## config.mk

```make
export PLATFORM = sky130hd
export DESIGN_NAME = aemc_ctrl
export DESIGN_NICKNAME = d
export VERILOG_FILES = /design/src/aemc_pkg.sv /design/src/aemc_turn_if.sv /design/src/aemc_turn_counter.sv /design/src/aemc_ctrl.sv
export VERILOG_INCLUDE_DIRS = /design/src
export SDC_FILE = /design/constraint.sdc
export NUM_CORES = 1
export LEC_CHECK = 0
export BUFFER_PORTS_ARGS = -buffer_cell sky130_fd_sc_hd__buf_2
export CAP_MARGIN = 5
export CELL_PAD_IN_SITES_DETAIL_PLACEMENT = 1
export CELL_PAD_IN_SITES_GLOBAL_PLACEMENT = 1
export CORE_MARGIN = 2
export CORE_UTILIZATION = 29
export CTS_CLUSTER_SIZE = 30
export DETAILED_ROUTE_END_ITERATION = 10
export PLACE_DENSITY_LB_ADDON = 0.05
export SYNTH_ARGS = -nofsm -noshare
export SYNTH_HDL_FRONTEND = slang
export SYNTH_SLANG_ARGS = --single-unit
export TNS_END_PERCENT = 20
```

## constraint.sdc

```tcl
create_clock -name clk -period 6.25 [get_ports clk]
set_clock_uncertainty 0.2 [all_clocks]
set_input_delay 1.25 -clock clk [delete_from_list [all_inputs] [get_ports clk]]
set_output_delay 1.25 -clock clk [all_outputs]
set_load 0.02 [all_outputs]
```

## src/aemc_regs.svh

```systemverilog
// Constants for the absolute encoder multiturn controller: reset values and timing counts.
// Assumes a 100 MHz clock; every timing count is derived from its printed time.
`ifndef AEMC_REGS_SVH
`define AEMC_REGS_SVH

`define AEMC_CLK_HZ 100000000
`define AEMC_CYCLES_PER_MS (`AEMC_CLK_HZ / 1000)
`define AEMC_STANDBY_WAIT_MS 100
`define AEMC_ALARM_SETTLE_MS 5000
`define AEMC_BATTERY_WINDOW_MS 4000
`define AEMC_STANDBY_WAIT_CYCLES (`AEMC_STANDBY_WAIT_MS * `AEMC_CYCLES_PER_MS)
`define AEMC_ALARM_SETTLE_CYCLES (`AEMC_ALARM_SETTLE_MS * `AEMC_CYCLES_PER_MS)
`define AEMC_BATTERY_WINDOW_CYCLES (`AEMC_BATTERY_WINDOW_MS * `AEMC_CYCLES_PER_MS)
`define AEMC_TURN_WIDTH 16
`define AEMC_POS_WIDTH 32
`define AEMC_MULTITURN_LIMIT_RESET 16'hFFFF
`define AEMC_ORIGIN_OFFSET_RESET 32'h0000_0000
`define AEMC_BATTERY_REPORT_RESET 1'b0
`define AEMC_TURN_SETUP_VALUE 16'h0000

`endif

```

## src/aemc_pkg.sv

```systemverilog
// Types shared by the absolute encoder multiturn controller modules.
// Turn and position widths come from the constants header; the timers are fixed at 32 bits.
`include "aemc_regs.svh"

package aemc_pkg;

  typedef enum logic [1:0] {
    AEMC_ENC_OFF,
    AEMC_ENC_POWERING,
    AEMC_ENC_READY
  } aemc_enc_state_type;

  typedef struct packed {
    logic [`AEMC_TURN_WIDTH-1:0] count;
  } aemc_turn_state_type;

  typedef struct packed {
    aemc_enc_state_type enc_state;
    logic [31:0] wait_timer;
    logic [31:0] life_timer;
    logic latched;
    logic battery_mode_warning;
    logic [`AEMC_TURN_WIDTH-1:0] limit_cfg;
    logic [`AEMC_TURN_WIDTH-1:0] encoder_limit;
    logic battery_sync1;
    logic battery_sync2;
    logic phase_a_sync1;
    logic phase_a_sync2;
    logic phase_b_sync1;
    logic phase_b_sync2;
    logic origin_sync1;
    logic origin_sync2;
    logic motor_on;
    logic encoder_powered;
    logic serial_standby;
    logic counter_cleared;
    logic [`AEMC_POS_WIDTH-1:0] pulse_count;
    logic [`AEMC_POS_WIDTH-1:0] machine_position;
    logic battery_alarm;
    logic battery_warning;
    logic backup_alarm;
    logic checksum_alarm;
    logic internal_alarm;
    logic mismatch_alarm;
    logic alarm_out;
    logic limit_write;
    logic phase_a;
    logic phase_b;
    logic origin_pulse;
    logic [`AEMC_TURN_WIDTH-1:0] revolution_count;
  } aemc_ctrl_state_type;

endpackage

```

## src/aemc_turn_if.sv

```systemverilog
// Carrier between the controller and its revolution counter.
// Both ends share the controller clock.
`timescale 1ns/1ps
`default_nettype none
`include "aemc_regs.svh"

interface aemc_turn_if;
  logic step_forward;
  logic step_reverse;
  logic setup;
  logic [`AEMC_TURN_WIDTH-1:0] limit;
  logic [`AEMC_TURN_WIDTH-1:0] count;

  modport ctrl (output step_forward, output step_reverse, output setup, output limit,
    input count);
  modport counter (input step_forward, input step_reverse, input setup, input limit,
    output count);
endinterface

`default_nettype wire

```

## src/aemc_turn_counter.sv

```systemverilog
// Multiturn revolution counter that wraps between zero and the configured limit.
// Assumes at most one of forward or reverse step per enabled cycle; setup wins over both.
`timescale 1ns/1ps
`default_nettype none
`include "aemc_regs.svh"

module aemc_turn_counter (
  input wire logic clk,
  input wire logic rstn,
  input wire logic ce,
  aemc_turn_if.counter turn
);

  aemc_pkg::aemc_turn_state_type state;
  aemc_pkg::aemc_turn_state_type next_state;

  function automatic logic [`AEMC_TURN_WIDTH-1:0] step_turn(
    input logic [`AEMC_TURN_WIDTH-1:0] count,
    input logic [`AEMC_TURN_WIDTH-1:0] limit,
    input logic forward
  );
    logic [`AEMC_TURN_WIDTH-1:0] result;
    if (forward) begin
      result = (count == limit) ? '0 : count + 1'b1;
    end else begin
      result = (count == '0) ? limit : count - 1'b1;
    end
    return result;
  endfunction

  always_comb begin
    next_state = state;
    if (turn.setup) begin
      next_state.count = `AEMC_TURN_SETUP_VALUE;
    end else if (turn.step_forward) begin
      next_state.count = step_turn(state.count, turn.limit, 1'b1);
    end else if (turn.step_reverse) begin
      next_state.count = step_turn(state.count, turn.limit, 1'b0);
    end
  end

  always_ff @(posedge clk) begin
    if (!rstn) begin
      state.count <= `AEMC_TURN_SETUP_VALUE;
    end else if (ce) begin
      state <= next_state;
    end
  end

  assign turn.count = state.count;

endmodule

`default_nettype wire

```

## src/aemc_ctrl.sv

```systemverilog
// Absolute encoder management inside a servo drive: encoder power-on, alarms,
// multiturn counting, origin offset and the encoder-emulation outputs.
// Assumes command inputs are one-cycle pulses from same-clock logic; pins are asynchronous.
`timescale 1ns/1ps
`default_nettype none
`include "aemc_regs.svh"

module aemc_ctrl #(
  parameter logic [31:0] STANDBY_WAIT_CYCLES = `AEMC_STANDBY_WAIT_CYCLES,
  parameter logic [31:0] ALARM_SETTLE_CYCLES = `AEMC_ALARM_SETTLE_CYCLES,
  parameter logic [31:0] BATTERY_WINDOW_CYCLES = `AEMC_BATTERY_WINDOW_CYCLES
) (
  input wire logic clk,
  input wire logic rstn,
  input wire logic ce,
  input wire logic encoder_power_on_cmd,
  input wire logic encoder_power_off_cmd,
  input wire logic motor_energise_cmd,
  input wire logic motor_release_cmd,
  input wire logic generic_alarm_clear_cmd,
  input wire logic encoder_setup_cmd,
  input wire logic limit_write_cmd,
  input wire logic battery_report_select,
  input wire logic [`AEMC_TURN_WIDTH-1:0] multiturn_limit_setting,
  input wire logic [`AEMC_TURN_WIDTH-1:0] encoder_stored_limit,
  input wire logic [`AEMC_POS_WIDTH-1:0] origin_offset_setting,
  input wire logic [`AEMC_POS_WIDTH-1:0] encoder_position,
  input wire logic battery_low_pin,
  input wire logic backup_error_event,
  input wire logic checksum_error_event,
  input wire logic internal_error_event,
  input wire logic pulse_step_forward,
  input wire logic pulse_step_reverse,
  input wire logic turn_step_forward,
  input wire logic turn_step_reverse,
  input wire logic phase_a_pin,
  input wire logic phase_b_pin,
  input wire logic origin_pin,
  input wire logic serial_tx_active,
  input wire logic serial_tx_bit,
  output logic encoder_powered,
  output logic serial_standby,
  output logic motor_energised,
  output logic battery_alarm,
  output logic battery_warning,
  output logic backup_alarm,
  output logic checksum_alarm,
  output logic internal_alarm,
  output logic multiturn_mismatch_alarm_code,
  output logic alarm_output,
  output logic encoder_limit_write,
  output logic [`AEMC_POS_WIDTH-1:0] pulse_count,
  output logic [`AEMC_POS_WIDTH-1:0] machine_coordinate_position,
  output logic [`AEMC_TURN_WIDTH-1:0] revolution_count,
  output logic phase_a_output,
  output logic phase_b_output,
  output logic origin_pulse_output
);

  aemc_pkg::aemc_ctrl_state_type state;
  aemc_pkg::aemc_ctrl_state_type next_state;
  aemc_turn_if turn ();
  logic settled;
  logic battery_armed;
  logic any_alarm;
  logic [`AEMC_POS_WIDTH-1:0] offset_in_use;

  aemc_turn_counter u_turn (
    .clk(clk),
    .rstn(rstn),
    .ce(ce),
    .turn(turn)
  );

  // The life timer stands in for time since control power-on; it saturates at the
  // end of the alarm-mode window so it never wraps and re-arms detection.
  always_comb begin
    settled = state.life_timer >= ALARM_SETTLE_CYCLES;
    if (state.battery_mode_warning) begin
      battery_armed = settled;
    end else begin
      battery_armed = settled && (state.life_timer < ALARM_SETTLE_CYCLES +
        BATTERY_WINDOW_CYCLES);
    end
    any_alarm = state.battery_alarm | state.backup_alarm | state.checksum_alarm |
      state.internal_alarm | state.mismatch_alarm;
    offset_in_use = state.encoder_powered ? origin_offset_setting :
      `AEMC_ORIGIN_OFFSET_RESET;
    turn.step_forward = state.latched & turn_step_forward;
    turn.step_reverse = state.latched & turn_step_reverse;
    turn.setup = state.latched & encoder_setup_cmd & ~state.motor_on;
    turn.limit = state.limit_cfg;
  end

  always_comb begin
    next_state = state;
    next_state.battery_sync1 = battery_low_pin;
    next_state.battery_sync2 = state.battery_sync1;
    next_state.phase_a_sync1 = phase_a_pin;
    next_state.phase_a_sync2 = state.phase_a_sync1;
    next_state.phase_b_sync1 = phase_b_pin;
    next_state.phase_b_sync2 = state.phase_b_sync1;
    next_state.origin_sync1 = origin_pin;
    next_state.origin_sync2 = state.origin_sync1;
    next_state.counter_cleared = 1'b0;
    next_state.limit_write = 1'b0;
    if (state.life_timer < ALARM_SETTLE_CYCLES + BATTERY_WINDOW_CYCLES) begin
      next_state.life_timer = state.life_timer + 32'h0000_0001;
    end
    // Restart-only settings are caught once, on the first enabled cycle after reset.
    if (!state.latched) begin
      next_state.latched = 1'b1;
      next_state.battery_mode_warning = battery_report_select;
      next_state.limit_cfg = multiturn_limit_setting;
      next_state.encoder_limit = encoder_stored_limit;
    end
    case (state.enc_state)
      aemc_pkg::AEMC_ENC_OFF: begin
        if (encoder_power_on_cmd) begin
          next_state.enc_state = aemc_pkg::AEMC_ENC_POWERING;
          next_state.wait_timer = '0;
          next_state.encoder_powered = 1'b1;
        end
      end
      aemc_pkg::AEMC_ENC_POWERING: begin
        if (state.wait_timer >= STANDBY_WAIT_CYCLES - 32'h0000_0001) begin
          next_state.enc_state = aemc_pkg::AEMC_ENC_READY;
          next_state.serial_standby = 1'b1;
          next_state.counter_cleared = 1'b1;
        end else begin
          next_state.wait_timer = state.wait_timer + 32'h0000_0001;
        end
      end
      aemc_pkg::AEMC_ENC_READY: begin
        if (serial_tx_active) begin
          next_state.serial_standby = 1'b0;
        end
      end
      default: begin
        next_state.enc_state = aemc_pkg::AEMC_ENC_OFF;
      end
    endcase
    if (encoder_power_off_cmd) begin
      next_state.enc_state = aemc_pkg::AEMC_ENC_OFF;
      next_state.encoder_powered = 1'b0;
      next_state.serial_standby = 1'b0;
    end
    if (state.counter_cleared) begin
      next_state.pulse_count = '0;
    end else if (pulse_step_forward & ~pulse_step_reverse) begin
      next_state.pulse_count = state.pulse_count + 32'h0000_0001;
    end else if (pulse_step_reverse & ~pulse_step_forward) begin
      next_state.pulse_count = state.pulse_count - 32'h0000_0001;
    end
    // Energise is refused while powering up or under any alarm; an alarm also drops it.
    if (motor_release_cmd || any_alarm) begin
      next_state.motor_on = 1'b0;
    end else if (motor_energise_cmd && state.enc_state != aemc_pkg::AEMC_ENC_POWERING) begin
      next_state.motor_on = 1'b1;
    end
    if (generic_alarm_clear_cmd) begin
      next_state.battery_warning = 1'b0;
    end
    if (battery_armed && state.battery_sync2) begin
      if (state.battery_mode_warning) begin
        next_state.battery_warning = 1'b1;
      end else begin
        next_state.battery_alarm = 1'b1;
      end
    end
    // Setup clears backup and checksum alarms only with the motor off; a new event wins.
    if (turn.setup) begin
      next_state.backup_alarm = 1'b0;
      next_state.checksum_alarm = 1'b0;
    end
    if (backup_error_event) begin
      next_state.backup_alarm = 1'b1;
    end
    if (checksum_error_event) begin
      next_state.checksum_alarm = 1'b1;
    end
    if (internal_error_event) begin
      next_state.internal_alarm = 1'b1;
    end
    if (state.latched && limit_write_cmd && !state.motor_on) begin
      next_state.encoder_limit = state.limit_cfg;
      next_state.limit_write = 1'b1;
    end
    next_state.mismatch_alarm = state.latched && (state.encoder_limit != state.limit_cfg);
    next_state.alarm_out = ~settled | any_alarm;
    next_state.machine_position = encoder_position - offset_in_use;
    next_state.revolution_count = turn.count;
    if (state.encoder_powered) begin
      next_state.phase_a = serial_tx_active ? serial_tx_bit : state.phase_a_sync2;
      next_state.phase_b = state.phase_b_sync2;
      next_state.origin_pulse = state.origin_sync2;
    end else begin
      next_state.phase_a = 1'b0;
      next_state.phase_b = 1'b0;
      next_state.origin_pulse = 1'b0;
    end
  end

  always_ff @(posedge clk) begin
    if (!rstn) begin
      state <= '0;
      state.enc_state <= aemc_pkg::AEMC_ENC_OFF;
      state.battery_mode_warning <= `AEMC_BATTERY_REPORT_RESET;
      state.limit_cfg <= `AEMC_MULTITURN_LIMIT_RESET;
      state.encoder_limit <= `AEMC_MULTITURN_LIMIT_RESET;
      state.alarm_out <= 1'b1;
    end else if (ce) begin
      state <= next_state;
    end
  end

  assign encoder_powered = state.encoder_powered;
  assign serial_standby = state.serial_standby;
  assign motor_energised = state.motor_on;
  assign battery_alarm = state.battery_alarm;
  assign battery_warning = state.battery_warning;
  assign backup_alarm = state.backup_alarm;
  assign checksum_alarm = state.checksum_alarm;
  assign internal_alarm = state.internal_alarm;
  assign multiturn_mismatch_alarm_code = state.mismatch_alarm;
  assign alarm_output = state.alarm_out;
  assign encoder_limit_write = state.limit_write;
  assign pulse_count = state.pulse_count;
  assign machine_coordinate_position = state.machine_position;
  assign revolution_count = state.revolution_count;
  assign phase_a_output = state.phase_a;
  assign phase_b_output = state.phase_b;
  assign origin_pulse_output = state.origin_pulse;

endmodule

`default_nettype wire

```

==> run_results.csv <==
group,metric,value,unit
outcome,status,"finished, final reports clean",
drt,via_count,12400,
synth,syn_nets,1953,
power,p_leak,6.66,nW
synth,avgSynthCellArea,7.99,um^2
clock_tree,numCtsBuffers,29,
sta,period_share,65.8,%
power,power.share.combinational,26.3,%
hold_path,hold_path_class,"flip-flop to flip-flop",
critical_path,r2r_start,"encoder_powered",
cells_and_area,fin_nets,2037,
power,ir_worst_vdd,0.000206,V
critical_path,cp_slowest_cell,"a2111oi_0",
synth,synth-simple-area-share,25.4,%
critical_path,cpPeakStageDelay,0.40,ns
floorplanning,core,47700,um^2
synth,synthAdderAreaFrac,6.88,%
sta,tns,0,ns
clock_tree,post_cts_resize_count,0,
synth,synth_top_family_by_area,"simple AND/OR/NAND/NOR gates",
critical_path,cp.required,6.49,ns
sta,postLayoutSetupSlackWorst,2.14,ns
drt,drtPass1Iterations,4,
placement,gp_congestion,0.791,
clock_tree,cts.clk_slew.worst_paths,0.06,ns
cells_and_area,drive_gt1_share,15.4,%
cells_and_area,seqCellArea,4380,um^2
clock_tree,cts_setup_buffers,0,
power,powerDensity,277,nW/um^2
sta,whs,0.250,ns
critical_path,path_cells,"buf_2 > nor2b_1 > inv_1 > buf_4 > ha_1 > a21o_1 > a2111oi_0 > a21bo_2 > a41oi_1 > o311ai_1 > nor4_1 > nor3_1 > xor2_1 > a22o_1",
synth,synth-compound-area-share,16.7,%
drt,wirelength,44.0,mm
grt,grt_pass1_wl,70.6,mm
placement,port_buffers,213,
sta,fmaxAchievable,243,MHz
critical_path,worstPathArrival,4.35,ns
floorplanning,die_w,224,um
critical_path,critPathMaxFanout,21,
hold_path,hold_depth,2,
grt,grt-ovfl-total,0,
synth,yosysWarnings,0,
sta,drv_slew,0,
clock_tree,postCtsHoldBufs,0,
sta,rsz0062_at_grt,"false",
synth,ys_seq_elements,219,
critical_path,crit_path_start_kind,"primary input",
placement,hpwl,32.4,mm
power,finalPower,4.43,mW
grt,grt_max_degree,131,
sta,slew_headroom,37.1,%
sta,setup_viol,0,
critical_path,r2r_slack,2.20,ns
hold_path,whs_endpoint,"machine_coordinate_position[25]",
clock_tree,cts_sinks,219,
synth,yosysSeqAreaShare,31.2,%
synth,async_flop_share,0,%
grt,grt_pass1_vias,12800,
synth,synth-xor-area-share,8.80,%
floorplanning,start_util,29.4,%
sta,finalCriticalPeriod,4.11,ns
floorplanning,io_pins,214,
critical_path,reg2reg_depth,12,
clock_tree,clockBufferDepth,3,
synth,synth_edf_count,0,
critical_path,r2r-end,"machine_coordinate_position[23]",
floorplanning,fp.dieArea,50200,um^2
placement,placed_cell_area,15000,um^2
sta,worstMarginPinSlew,0.941,ns
floorplanning,die_y,224,um
sta,hold_viol_final,0,
synth,ys.flop_type,"dfxtp_1",
clock_tree,tritoncts,"yes",
hold_path,hp-start,"machine_coordinate_position[25]",
cells_and_area,fillers,5744,
power,internal_power,2.99,mW
cells_and_area,area_growth,13.9,%
grt,grt_usage,17.3,%
power,p_sw,1.44,mW
critical_path,cp-end-kind,"flip-flop",
power,netSwitchingFraction,32.4,%
synth,netlist_instances,1757,
synth,synth_area,14000,um^2
grt,antenna_found_initial,3,
cells_and_area,final_area,16000,um^2
power,power_frac_clock,38.0,%
floorplanning,placementRows,80,
cells_and_area,multiInputGateArea,8550,um^2
synth,muxShareOfSynthArea,3.14,%
synth,ys_types,70,
drt,via_per_inst,5.01,
drt,first_iter_violations,391,
drt,post_drt_wl_per_cell,17.8,um
power,seq_power_share,35.7,%
clock_tree,clockRootBuffer,"clkbuf_16",
clock_tree,clk-insertion-delay-late,0.58,ns
flow_run,max_cap_viol_count,0,
drt,drc,0,
clock_tree,htree_levels,1,
drt,ant_nets,0,
placement,pre_cts_slack,1.56,ns
critical_path,criticalPathCategory,"primary input to flip-flop",
## kinds of logic (layout without fill, tap and decap cells)
logic type      after synthesis  in the layout
simple gates                699            699
compound gates              367            367
flops                       219            219
buf+inv                     211            313
xor+xnor                    141            141
fa+ha+maj                    76             76
mux                          44             44
other cells                   0              1
## cell usage in the layout, fill, tap and decap left out, types with 35 or more instances in the layout
master   synthesis  routed
a21oi_1         75      75
and2_1          42      42
buf_2            2     211
dfxtp_1        219     219
ha_1            74      74
inv_1           38      38
mux2i_1         44      44
nand2_1        215     215
nand3_1         95      95
nand4_1         35      35
nor2_1          86      86
nor2b_1         86      86
o21ai_0         97      97
xnor2_1         86      86
xor2_1          55      55
## metal layers
metal  up-vias  routed length, um  GRT usage, %
li1       6227                  -             -
met1      5984              21900          24.2
met2       144              20100          28.3
met3        49               1260          2.48
met4         2                806          3.31
met5         -                 13             0
## flip-flops by register name (all words and copies together) (netlist names), 4 cells and up
signal	flops
next_state	4
revolution_count	16
pulse_count	32
turn.limit	16
u_turn.turn.count	16
state	89
machine_coordinate_position	32
## layout make-up
cell class	instances	share of cell area [%]
Antenna cell	1	0.0157
Inverter	38	0.893
Timing Repair Buffer	226	7.42
Multi-Input combinational cell	1327	53.5
Sequential cell	219	27.4
Clock buffer	41	5.14
Clock inverter	8	0.744
Tap cell	615	4.82
## synthesized netlist by cell type (all sizes together) (31+ instances only)
library cell	number	area (um^2)
dfxtp	219	4380
nand2	215	807
o21ai	106	531
nand3	95	475
buf	87	637
clkbuf	86	323
nor2	86	323
nor2b	86	538
xnor2	86	753
a21oi	75	375
ha	74	926
xor2	55	482
mux2i	44	440
and2	42	263
inv	38	143
nand4	35	219
a21o	32	240
nor3	31	165
## worst max-delay path, delay by kind of cell
family,cells,cell delay [ns]
compound gates,6,1.57
simple gates,3,0.68
buf+inv,3,0.45
fa+ha+maj,1,0.24
xor+xnor,1,0.16
## worst max-delay path by stage
stage,slack [ns],start,cells past startpoint,end
2_1_floorplan,1.67,pulse_step_forward,12,pulse_count[15]
3_3_place_gp,1.65,pulse_step_forward,14,pulse_count[15]
3_5_place_dp,1.56,pulse_step_forward,14,pulse_count[15]
4_1_cts,2.13,encoder_powered,12,machine_coordinate_position[25]
5_1_grt,1.84,encoder_powered,12,machine_coordinate_position[23]
6_report,2.14,pulse_step_forward,14,pulse_count[15]
## power groups by stage
stage          combinational [mW]  sequential [mW]  clock [mW]
5_1_grt                      1.31             1.59        1.80
3_3_place_gp                 1.17             1.61           0
4_1_cts                      1.18             1.58        1.75
3_5_place_dp                 1.17             1.61           0
2_1_floorplan               0.938             1.57           0
6_report                     1.16             1.58        1.68
## stage by stage
stage / std cells / utilization (%)
floorplan: 1757 / -
CTS: 2474 / 33.5
finish: 2475 / 33.5
global placement: 2425 / 31.5
global route: 2475 / 33.5
detailed placement: 2425 / 31.5
Note: power is estimated with default switching activity, not from simulation.
